## src/core/perf_event_pkg.sv

```systemverilog
// Package with event codes, unit-mask fields and carrier types.
package perf_event_pkg;

    // Event numbers decoded by the selector.
    localparam logic [7:0] EV_SECOND_LEVEL_INSTR_FETCHES      = 8'h28;
    localparam logic [7:0] EV_L2_READ        = 8'h29;
    localparam logic [7:0] EV_L2_WRITE       = 8'h2A;
    localparam logic [7:0] EV_L2_REQUEST     = 8'h2E;
    localparam logic [7:0] EV_L2_REJECT      = 8'h30;
    localparam logic [7:0] EV_L2_IDLE        = 8'h32;
    localparam logic [7:0] EV_THERMAL        = 8'h3B;
    localparam logic [7:0] EV_UNHALTED       = 8'h3C;
    localparam logic [7:0] EV_L1_READ        = 8'h40;
    localparam logic [7:0] EV_L1_WRITE       = 8'h41;
    localparam logic [7:0] EV_L1_LOCK        = 8'h42;
    localparam logic [7:0] EV_L1_REF_ANY     = 8'h43;
    localparam logic [7:0] EV_L1_REF_CACHE   = 8'h44;
    localparam logic [7:0] EV_L1_REPL        = 8'h45;
    localparam logic [7:0] EV_MOD_ALLOC      = 8'h46;
    localparam logic [7:0] EV_MOD_EVICT      = 8'h47;
    localparam logic [7:0] EV_PEND_MISS      = 8'h48;
    localparam logic [7:0] EV_DTLB_MISS      = 8'h49;
    localparam logic [7:0] EV_FULL_MISS      = 8'h4B;
    localparam logic [7:0] EV_FIRST_LEVEL_PREFETCH_REQUESTS    = 8'h4F;
    localparam logic [7:0] EV_BUS_RD_OUT     = 8'h60;
    localparam logic [7:0] EV_BNR            = 8'h61;
    localparam logic [7:0] EV_DATA_READY_STROBE           = 8'h62;
    localparam logic [7:0] EV_BUS_LOCK       = 8'h63;
    localparam logic [7:0] EV_DATA_RCV       = 8'h64;
    localparam logic [7:0] EV_BURST_RD       = 8'h65;

    // Unit-mask values that some events require.
    localparam logic [7:0] UM_00             = 8'h00;
    localparam logic [7:0] UM_01             = 8'h01;
    localparam logic [7:0] UM_02             = 8'h02;
    localparam logic [7:0] UM_03             = 8'h03;
    localparam logic [7:0] UM_40             = 8'h40;

    // Unit-mask field positions.
    localparam int UM_STATE_LSB   = 0;
    localparam int UM_DEMAND_BIT  = 4;
    localparam int UM_PREF_BIT    = 5;
    localparam int UM_THIS_BIT    = 6;
    localparam int UM_OTHER_BIT   = 7;

    // Line-state encoding; the unit-mask bit index equals the code.
    localparam logic [1:0] LS_INVALID = 2'h0;

    // Width of the per-cycle event count and reset values.
    localparam int DW = 8;
    localparam logic [DW-1:0] DELTA_ZERO = 8'h00;

    // One qualified cache event for this cycle.
    typedef struct packed {
        logic       valid;
        logic       other_core;
        logic [1:0] line_state;
        logic       prefetch;
    } qual_evt_t;

    // Counter selection as programmed by software.
    typedef struct packed {
        logic       enable;
        logic       edge_mode;
        logic [7:0] event_num;
        logic [7:0] unit_mask;
        logic [7:0] counter_mask;
    } evt_sel_t;

    // All event sources, sampled once per core clock.
    typedef struct packed {
        qual_evt_t  second_level_instr_fetches;
        qual_evt_t  second_level_reads;
        qual_evt_t  second_level_writes;
        qual_evt_t  second_level_requests;
        logic       second_level_busy_reject_cycles;
        logic       second_level_idle_cycles;
        logic       thermal_trip;
        logic       unhalted_reference_cycles;
        logic       other_core_halted;
        qual_evt_t  first_level_cacheable_reads;
        qual_evt_t  first_level_cacheable_writes;
        qual_evt_t  first_level_locked_reads;
        logic       first_level_ref_any;
        logic       first_level_ref_cacheable;
        logic       first_level_line_replacements;
        logic       modified_line_allocations;
        logic       modified_line_evictions;
        logic [3:0] outstanding_miss_weight;
        logic       dtlb_miss;
        logic [3:0] full_miss_kind;
        logic       first_level_prefetch_requests;
        logic [3:0] bus_rd_outstanding_demand;
        logic [3:0] bus_rd_outstanding_prefetch;
        logic       block_next_request;
        logic       data_ready_strobe;
        logic       bus_lock;
        logic       bus_lock_other_core;
        logic       data_chunk_rcv;
        logic       burst_read;
        logic       burst_read_other_core;
    } evt_src_t;

endpackage

```

## src/core/perf_event_select_decoder.sv

```systemverilog
// Event-selection decoder and counter for performance monitoring.
module perf_event_select_decoder
    import perf_event_pkg::*;
#(
    parameter int CNT_W = 40
) (
    // Clock and reset.
    input  wire logic                      clk_i,
    input  wire logic                      resetn_i,
    // Software selection.
    input  wire perf_event_pkg::evt_sel_t  sel_i,
    // Event sources.
    input  wire perf_event_pkg::evt_src_t  src_i,
    // Counter and status.
    output logic [CNT_W-1:0]               count_o,
    output logic                           cond_o,
    output logic                           known_o
);
    import perf_event_pkg::*;

    typedef struct packed {
        logic [CNT_W-1:0] count;
        logic             cond;
        logic             known;
    } state_t;

    state_t state_r;
    state_t state_nxt;

    logic [DW-1:0] delta;
    logic          known;
    logic          cond;
    logic          inc;
    logic [7:0]    um;

    // A zero core field selects this core only, so a single-core part
    // that writes zeros still counts its own traffic.
    function automatic logic core_ok(input logic other,
                                     input logic [7:0] m);
        core_ok = other ? m[UM_OTHER_BIT]
                        : (m[UM_THIS_BIT] | ~m[UM_OTHER_BIT]);
    endfunction

    // Both prefetch bits clear means demand and prefetch are counted.
    function automatic logic pf_ok(input logic pf, input logic [7:0] m);
        logic none;
        none  = ~m[UM_PREF_BIT] & ~m[UM_DEMAND_BIT];
        pf_ok = none | (pf ? m[UM_PREF_BIT] : m[UM_DEMAND_BIT]);
    endfunction

    // Line state, core and optionally prefetch qualification of one event.
    function automatic logic qual_hit(input qual_evt_t e,
                                      input logic [7:0] m,
                                      input logic use_pf);
        logic st;
        st = m[UM_STATE_LSB + int'(e.line_state)];
        qual_hit = e.valid & st & core_ok(e.other_core, m)
                 & (~use_pf | pf_ok(e.prefetch, m));
    endfunction

    assign um = sel_i.unit_mask;

    // Event decoder: per-cycle count of the selected source.
    always_comb begin
        delta = DELTA_ZERO;
        known = 1'b1;
        case (sel_i.event_num)
            EV_SECOND_LEVEL_INSTR_FETCHES:
                delta = DW'(qual_hit(src_i.second_level_instr_fetches,
                                     um, 1'b0));
            EV_L2_READ:
                delta = DW'(qual_hit(src_i.second_level_reads,
                                     um, 1'b0));
            EV_L2_WRITE:
                delta = DW'(qual_hit(src_i.second_level_writes,
                                     um, 1'b0));
            EV_L2_REQUEST:
                delta = DW'(qual_hit(src_i.second_level_requests,
                                     um, 1'b1));
            EV_L2_REJECT:
                delta = DW'(src_i.second_level_busy_reject_cycles);
            EV_L2_IDLE:
                delta = DW'(src_i.second_level_idle_cycles);
            EV_THERMAL:
                delta = DW'(src_i.thermal_trip);
            EV_UNHALTED: begin
                if (um == UM_01) begin
                    delta = DW'(src_i.unhalted_reference_cycles);
                end else if (um == UM_02) begin
                    delta = DW'(src_i.unhalted_reference_cycles
                                & src_i.other_core_halted);
                end
            end
            EV_L1_READ:
                delta = DW'(qual_hit(src_i.first_level_cacheable_reads,
                                     um, 1'b0));
            EV_L1_WRITE:
                delta = DW'(qual_hit(src_i.first_level_cacheable_writes,
                                     um, 1'b0));
            EV_L1_LOCK:
                delta = DW'(qual_hit(src_i.first_level_locked_reads, um,
                                     1'b0)
                            & (src_i.first_level_locked_reads.line_state
                               == LS_INVALID));
            EV_L1_REF_ANY: begin
                if (um == UM_01) begin
                    delta = DW'(src_i.first_level_ref_any);
                end
            end
            EV_L1_REF_CACHE: begin
                if (um == UM_02) begin
                    delta = DW'(src_i.first_level_ref_cacheable);
                end
            end
            EV_L1_REPL:
                delta = DW'(src_i.first_level_line_replacements);
            EV_MOD_ALLOC: begin
                if (um == UM_00) begin
                    delta = DW'(src_i.modified_line_allocations);
                end
            end
            EV_MOD_EVICT: begin
                if (um == UM_00) begin
                    delta = DW'(src_i.modified_line_evictions);
                end
            end
            EV_PEND_MISS:
                delta = DW'(src_i.outstanding_miss_weight);
            EV_DTLB_MISS:
                delta = DW'(src_i.dtlb_miss);
            EV_FULL_MISS: begin
                if (um <= UM_03) begin
                    delta = DW'(src_i.full_miss_kind[um[1:0]]);
                end
            end
            EV_FIRST_LEVEL_PREFETCH_REQUESTS:
                delta = DW'(src_i.first_level_prefetch_requests);
            EV_BUS_RD_OUT: begin
                // Prefetch bits pick demand, prefetcher, or both.
                if (pf_ok(1'b0, um)) begin
                    delta = DW'(src_i.bus_rd_outstanding_demand);
                end
                if (pf_ok(1'b1, um)) begin
                    delta = delta
                          + DW'(src_i.bus_rd_outstanding_prefetch);
                end
            end
            EV_BNR:
                delta = DW'(src_i.block_next_request);
            EV_DATA_READY_STROBE:
                delta = DW'(src_i.data_ready_strobe);
            EV_BUS_LOCK:
                delta = DW'(src_i.bus_lock
                            & core_ok(src_i.bus_lock_other_core,
                                      um));
            EV_DATA_RCV: begin
                if (um == UM_40) begin
                    delta = DW'(src_i.data_chunk_rcv);
                end
            end
            EV_BURST_RD:
                delta = DW'(src_i.burst_read
                            & core_ok(src_i.burst_read_other_core,
                                      um));
            default: begin
                known = 1'b0;
            end
        endcase
    end

    // Threshold and edge qualification. Edge mode without a counter mask
    // uses "any event this cycle", which is what counts trip occurrences.
    always_comb begin
        if (sel_i.counter_mask != DELTA_ZERO) begin
            cond = (delta >= sel_i.counter_mask);
        end else begin
            cond = (delta != DELTA_ZERO);
        end
        if (sel_i.edge_mode) begin
            inc = cond & ~state_r.cond;
        end else begin
            inc = cond;
        end
    end

    // Next state: the edge history tracks the condition even while the
    // counter is disabled, so re-enabling cannot fake a rising edge later.
    always_comb begin
        state_nxt       = state_r;
        state_nxt.cond  = cond;
        state_nxt.known = known;
        if (sel_i.enable && known) begin
            if (sel_i.counter_mask != DELTA_ZERO || sel_i.edge_mode) begin
                state_nxt.count = state_r.count + CNT_W'(inc);
            end else begin
                state_nxt.count = state_r.count + CNT_W'(delta);
            end
        end
    end

    // State register, cleared with the core.
    always_ff @(posedge clk_i) begin
        if (!resetn_i) begin
            state_r <= '0;
        end else begin
            state_r <= state_nxt;
        end
    end

    assign count_o = state_r.count;
    assign cond_o  = state_r.cond;
    assign known_o = state_r.known;
endmodule

```

## config.mk

```make
export PLATFORM = sky130hd
export DESIGN_NAME = perf_event_select_decoder
export DESIGN_NICKNAME = d
export VERILOG_FILES = /design/src/core/perf_event_pkg.sv /design/src/core/perf_event_select_decoder.sv
export SDC_FILE = /design/constraint.sdc
export NUM_CORES = 1
export LEC_CHECK = 0
export ABC_AREA = 0
export BUFFER_PORTS_ARGS = -buffer_cell sky130_fd_sc_hd__clkbuf_2
export CAP_MARGIN = 15
export CORE_MARGIN = 5
export CORE_UTILIZATION = 30
export DETAILED_ROUTE_END_ITERATION = 12
export HOLD_SLACK_MARGIN = 0.06
export PLACE_DENSITY_LB_ADDON = 0.12
export SYNTH_ARGS = -nofsm -noshare
export SYNTH_HDL_FRONTEND = slang
export SYNTH_SLANG_ARGS = --single-unit
```

## constraint.sdc

```tcl
create_clock -name clk_i -period 8.55 [get_ports clk_i]
set_input_delay 0.4275 -clock clk_i [delete_from_list [all_inputs] [get_ports clk_i]]
set_output_delay 0.4275 -clock clk_i [all_outputs]
set_load 0.01 [all_outputs]
```

==> results of run 1 <==
-- layer usage --
metal	share of wire, %	GRT usage, %
met5	0	0
met4	0.45	2.34
met3	7.0	3.72
met2	46	25.1
met1	47	20.8
-- metrics by stage --
step,cells,power [µW]
floorplan,449,247
global placement,705,282
detailed placement,705,283
CTS,713,473
global route,713,490
finish,713,464
-- sequential cells by signal (all words and copies together), names as in the netlist --
register / cells
known_o: 1
cond_o: 1
count_o: 40
-- power by group through the flow --
stage                     combinational [µW]  clock [µW]  sequential, µW
after floorplan                         46.5           0             201
after global placement                  81.3           0             201
after detailed placement                82.0           0             201
after CTS                               82.7         195             196
after global routing                    91.2         202             196
final                                   82.0         186             196
-- worst max-delay path, cell delays in order --
cell	delay [ps]
clkbuf_2	250
nor2_1	590
nand4_1	260
a2111oi_0	470
a2111oi_0	140
o211ai_1	230
inv_1	90
ha_1	270
nand2b_1	90
a21o_1	110
a21oi_1	60
nor2b_1	110
o21ai_0	80
a21boi_0	250
o211a_1	210
ha_1	160
a21o_1	120
a21oi_1	90
o21ai_0	640
nand3_1	610
nor4b_1	520
xnor2_1	170
nor2_1	60
-- kinds of logic (layout without fill, tap and decap cells) --
family / after synthesis / after routing / synth area share, %
adders and majority gates: 16 / 16 / 6.10
buffers and inverters: 48 / 169 / 6.06
muxes: 18 / 18 / 7.34
xor gates and xnor gates: 35 / 35 / 8.69
AOI/OAI and AO/OA: 68 / 68 / 13.3
and+or+nand+nor: 222 / 222 / 34.7
DFF: 42 / 42 / 23.8
-- cell usage after synthesis, drive strengths merged (2+ instances only) --
cell	instances
nor2b	14
nor4	10
ha	14
mux4	6
a22oi	5
a21oi	15
nor4bb	4
and3	5
nand3	15
nand4b	2
inv	25
a31oi	4
or3b	2
nand4	15
nor3b	8
mux2i	9
and2	7
o211a	2
buf	12
or2	3
a21o	3
xnor2	34
mux2	3
clkbuf	11
a2111oi	4
nor2	59
nand2b	10
o21ai	20
nor4b	5
and3b	3
o2111ai	5
nand2	30
nor3	17
or3	3
and4	6
fa	2
dfxtp	42
-- layout make-up --
cell class / count / area share (%)
multi-input cells: 359 / 56.2
flip-flops and latches: 42 / 18.9
repair buffers: 136 / 15.5
well taps: 143 / 4.03
clock buffers: 6 / 2.90
inverters: 25 / 2.11
clock inverters: 2 / 0.310
-- path summary, 6_finish.rpt --
check                           slack, ps           to  depth (start not counted)         from
worst max-delay path                 2690  count_o[37]                         23    sel_i[16]
worst min-delay path                  470       cond_o                          2     resetn_i
worst max register to register       5520  count_o[37]                         10       cond_o
worst min register to register        490  count_o[39]                          2  count_o[39]
==> qor.csv, run 1 <==
metric;value;unit
dpl ws;2420;ps
Worst-Margin Slew;1040;ps
Final Max Slew Viols;0;
Yosys cell types;55;
# diodes;0;
nets@finish;683;
Hold Crit Class;in -> reg;
outcome;finished, final reports clean;
share of cells above drive strength 1;28.6;%
mapped cell area;3530;µm²
max-cap violations;0;
die height;118;µm
area occupied by multi-input gates;2490;µm²
clk sinks;42;
area delta synth->final;25.8;%
Pre-Repair DR Iteration Count;6;
clk_skew;5.20;ps
cell taking the most area after synthesis;dfxtp_1;
initial antenna violation count;0;
CTS tree;built;
Final ANT Viol Nets;0;
DP Area;4300;µm²
hold slack final;467;ps
chip width;118;µm
grt total ovfl;0;
via count;3684;
worst vdd ir;62.6;µV
Switching Share;26.1;%
postcts setup bufs;0;
filler cell count;1195;
Critical Path Fanout Max;16;
Design Area, Final;4440;µm²
top-area cell type share of the netlist area;23.8;%
WL/cell;15.4;µm
initial DRC count;210;
Post-synth top flop;dfxtp_1;
Synth Register Bits;42;
Pint;343;µW
sequential power share;42.3;%
crit end category;flip-flop;
# setup viols final;0;
Setup TNS Final;0;ps
Root Driver;clkbuf_16;
largest net degree at the start of global routing;25;
Seq/Total Area, Yosys;23.8;%
post-synthesis instance total;449;
Via-to-Cell Ratio;5.17;
number of global-route vias before repair;3701;
Yosys warnings;0;
CP Launch Type;primary input;
H-tree lvl count;2;
hold_buf cts;0;
fin crit share;68.5;%
Final Hold Viols;0;
clock power share;40.0;%
cts repair resizes;0;
number of buffers created by CTS;5;
WS Path Type;in -> reg;
Sw Pwr;121;µW
PD cells;105;nW/µm²
clk buf depth;2;
RSZ-0062 raised after global routing;no;
first-pass GRT wire length;18300;µm
part of the power in combinational logic;17.7;%
Synth Net Count;563;
most frequent cells in the layout;clkbuf_2, nor2_1, dfxtp_1;
die area;14000;µm²
Core Area;11500;µm²
commonest non-fill, non-tap cell in the layout;clkbuf_2;
Leak;0.00183;µW
CP required;8710;ps
# rows;39;
GPL Wtd Cong;0.816;
ys async rst share;0;%
Tot GR Track Use;15.3;%
setup slack after layout;2690;ps
number of synthesized flops with an enable pin;0;
Synth Area per Inst;7.86;µm²
Initial Util;30.8;%
Clock Latency Late Sink;280;ps
dpl hpwl;8560;µm
Fmax achieved;0.171;GHz
WP data arrival;6020;ps
DRC viols;0;
port buffer count;133;
Clock transition at path regs;60;ps
WL final;11000;µm
io pins;140;
Synth area leaders;dfxtp_1, xnor2_1, nor2_1, ha_1, mux4_2;
FF/Latch Area;841;µm²
crit path time final;5860;ps
Util after Layout;38.7;%
Slew HR;29.0;%
(Power assumes the default switching activity.)
==> run 2, diff against run 1 <==
- clock period: 8.55 -> 4.85 ns (I/O delays scaled with it)
==> qor.csv, run 2 (synthesis gave the netlist of run 1 again) <==
metric;value;unit
Fmax achieved;0.223;GHz
die area;14000;µm²
CP required;5010;ps
Core Area;11500;µm²
fin crit share;92.4;%
clk sinks;42;
# setup viols final;0;
number of buffers created by CTS;5;
DP Area;4580;µm²
most frequent cells in the layout;clkbuf_2, nor2_1, dfxtp_1;
initial DRC count;179;
CTS tree;built;
H-tree lvl count;2;
flip-flop count of the largest register after layout;40;
clk_skew;8.29;ps
number of global-route vias before repair;3688;
dpl hpwl;8950;µm
share of cells above drive strength 1;35.2;%
first-pass GRT wire length;18400;µm
WS Path Type;in -> reg;
via count;3833;
commonest non-fill, non-tap cell in the layout;clkbuf_2;
nets@finish;721;
Critical Path Fanout Max;7;
crit path time final;4480;ps
Via-to-Cell Ratio;5.10;
Final Hold Viols;0;
WP data arrival;4640;ps
WP buf/inv;5;
Final Max Slew Viols;0;
Clock transition at path regs;60;ps
Hold Crit Class;in -> reg;
largest net degree at the start of global routing;40;
# diodes;0;
Leak;0.00210;µW
io pins;140;
Pre-Repair DR Iteration Count;4;
DRC viols;0;
CP Launch Type;primary input;
area delta synth->final;38.0;%
WL final;11300;µm
Clock Latency Late Sink;280;ps
# rows;39;
critical path's most frequent cell;ha_1;
GPL Wtd Cong;0.863;
clk buf depth;2;
WL/cell;15.0;µm
PD cells;182;nW/µm²
outcome;finished, final reports clean;
Slowest Stage Delay on Critical Path;340;ps
port buffer count;133;
Slew HR;39.1;%
postcts setup bufs;0;
chip width;118;µm
CP delay by family, top;compound AO/OA/AOI/OAI gates;
die height;118;µm
crit end category;flip-flop;
hold slack final;308;ps
Root Driver;clkbuf_16;
critical path's slowest cell;a2111oi_2;
Worst-Margin Slew;906;ps
Tot GR Track Use;15.1;%
initial antenna violation count;0;
max-cap violations;0;
Design Area, Final;4870;µm²
Initial Util;30.8;%
grt total ovfl;0;
worst vdd ir;181;µV
Final ANT Viol Nets;0;
## run 2: changes by cell type in the layout (fill, tap and decap cells not counted), sizes merged
cell,change
bufinv,+1
clkinv,-1
buf,+38
inv,+1
clkbuf,-1
## run 2: layer usage
metal	wire, µm	global-route usage, %
met5	0	0
met4	140	2.76
met3	571	2.72
met2	5100	24.8
met1	5440	21.2
## run 2: worst paths after layout
kind,from,endpoint,slack [ps],cells past startpoint
worst max-delay path,sel_i[12],count_o[30],370,29
worst min-delay path,resetn_i,cond_o,310,2
worst max register to register,cond_o,count_o[30],2530,13
worst min register to register,count_o[9],count_o[9],500,2
## run 2: worst reg2reg max path: stages (launching register included)
cell	delay [ps]
dfxtp_1	320
nand2_1	70
o211a_1	140
ha_1	160
inv_1	60
fa_2	340
nor2b_1	110
o21ai_1	80
a21oi_1	210
o21ai_2	100
buf_6	150
nor4_4	270
xnor2_1	140
nor2_1	50
## run 2: layout make-up
| type | instances | area, µm² |
|---|---|---|
| well taps | 143 | 179 |
| clock buffers | 5 | 125 |
| flip-flops and latches | 42 | 841 |
| clock inverters | 3 | 43.8 |
| inverters | 25 | 93.8 |
| repair buffers | 174 | 991 |
| fillers | 1184 | 6600 |
| multi-input cells | 359 | 2600 |
## run 2: what timing repair did
action / in CTS / in global routing
pin swaps: 0 / 4
gates resized for setup: 3 / 24
hold buffers: 0 / 0
hold endpoints to repair: 0 / 0
endpoints found under the setup margin: 5 / 22
cloned: 0 / 1
## run 2: where the power goes
part           leakage, µW  switching (µW)  total, µW  internal, µW
Clock            0.0000842             135        379           244
Combinational      0.00167            81.7        163          81.3
Sequential        0.000338           0.591        346           346
## run 2: metrics by stage
stage | setup WS [ps] | instances | TNS, ps | total power (µW) | utilization [%]
finish | 370 | 751 | 0 | 888 | 42.5
global route | -22.7 | 751 | -36.4 | 935 | 42.5
CTS | 53.9 | 749 | 0 | 901 | 41.5
detailed placement | -378 | 741 | -3980 | 515 | 39.9
global placement | -223 | 741 | -1610 | 514 | 39.9
floorplan | 228 | 449 | 0 | 436 | -
==> run 3, diff against run 2 <==
- CORE_ASPECT_RATIO: unset -> 0.8
- clock period: 4.85 -> 3.7 ns (I/O delays scaled with it)
==> qor.csv, run 3 (synthesis gave the netlist of run 1 again) <==
metric;value;unit
outcome;finished, violations left;
failing checks;negative setup slack;
WL final;12100;µm
WL/cell;15.3;µm
dpl hpwl;9730;µm
WP data arrival;4450;ps
most frequent cells in the layout;clkbuf_2, buf_4, nor2_1;
first-pass GRT wire length;19700;µm
chip width;131;µm
# rows;35;
grt total ovfl;0;
io pins;140;
area occupied by multi-input gates;2970;µm²
clk buf depth;2;
Leak;0.00265;µW
DRC viols;0;
FF/Latch Area;841;µm²
max-cap violations;0;
Initial Util;30.6;%
Via-to-Cell Ratio;5.03;
H-tree lvl count;2;
RSZ-0062 raised after global routing;yes;
Final Max Slew Viols;0;
die area;14000;µm²
Clock transition at path regs;60;ps
Critical Path Fanout Max;4;
Critical R2R Launch;cond_o;
die height;107;µm
Tot GR Track Use;16.7;%
clk sinks;42;
dpl ws;-1230;ps
nets@finish;758;
# diodes;0;
crit end category;flip-flop;
Root Driver;clkbuf_16;
port buffer count;133;
Pre-Repair DR Iteration Count;4;
Clock Latency Late Sink;290;ps
setup slack after layout;-569;ps
CP Launch Type;primary input;
number of buffers created by CTS;5;
Hold Crit Class;in -> reg;
Util after Layout;48.8;%
fin crit share;115;%
CTS tree;built;
Slew HR;47.8;%
area delta synth->final;59.4;%
share of cells above drive strength 1;45.6;%
Core Area;11500;µm²
PD cells;215;nW/µm²
Final Hold Viols;0;
largest net degree at the start of global routing;24;
crit path from;sel_i[13];
number of global-route vias before repair;3959;
via count;3992;
critical path's slowest cell;or3b_4;
Worst-Margin Slew;783;ps
initial antenna violation count;0;
worst vdd ir;191;µV
# setup viols final;37;
GPL Wtd Cong;0.871;
Slowest Stage Delay on Critical Path;460;ps
filler cell count;1094;
Power Total;1210;µW
WS Path Type;in -> reg;
initial DRC count;183;
flip-flop count of the largest register after layout;40;
crit path time final;4270;ps
CP required;3880;ps
Fmax achieved;0.234;GHz
commonest non-fill, non-tap cell in the layout;clkbuf_2;
Final ANT Viol Nets;0;
clk_skew;6.86;ps
hold_buf cts;0;
critical hold path startpoint;resetn_i;
==> run 3: cell count changes in the layout (fill, tap and decap cells not counted), moves of 6 or more <==
| cell | previous run | this run |
|---|---|---|
| buf_4 | 37 | 66 |
| buf_6 | 2 | 8 |
| nor3_1 | 16 | 3 |
| nor3_4 | 0 | 14 |
==> run 3: area by class of cell <==
type                            instances  share of cell area [%]
Multi-Input combinational cell        359                    52.8
Timing Repair Buffer                  211                    24.3
Sequential cell                        42                    15.0
Tap cell                              148                    3.29
Clock buffer                            5                    2.23
Inverter                               25                    1.67
Clock inverter                          3                   0.801
==> run 3: path summary, 6_finish.rpt <==
| check | endpoint | slack (ps) | cells past startpoint |
|---|---|---|---|
| worst max-delay path | count_o[8] | -570 | 27 |
| worst min-delay path | cond_o | 240 | 2 |
| worst max register to register | count_o[8] | 1410 | 13 |
| worst min register to register | count_o[39] | 500 | 2 |
==> run 3: metal layers <==
metal	up-vias	share of wire [%]	routed length, µm	GRT usage, %
li1	2002	-	-	-
met1	1879	49	5980	23.6
met2	97	45	5430	26.2
met3	14	4.7	567	3.75
met4	0	1.2	146	3.30
met5	-	0	0	0
==> run 3: critical path, delay by kind of cell <==
family	cells	cell delay, ps
buffers and inverters	4	380
and+or+nand+nor	10	1900
muxes	1	130
AOI/OAI and AO/OA	9	1020
adders and majority gates	3	820
==> run 3: what timing repair did <==
action / 4_1_cts / 5_1_grt
pin swaps: 15 / 20
cloned: 0 / 0
gates resized for setup: 18 / 30
setup buffers: 4 / 6
endpoints found under the setup margin: 37 / 39
==> run 3: metrics by stage <==
step	std cells	instance area, µm²	hold WS, ps	setup TNS [ps]
after global routing	793	5620	246	-24020
after global placement	777	5180	479	-24620
after detailed placement	777	5180	501	-30550
after floorplan	449	3880	318	-9410
after CTS	789	5490	235	-13920
final	793	5620	235	-12680
==> run 3: where the power goes <==
group	switching (µW)	internal, µW	leakage [µW]
registers	0.739	453	0.000338
logic	123	128	0.00224
clock network	189	318	0.0000760
total	312	899	0.00265
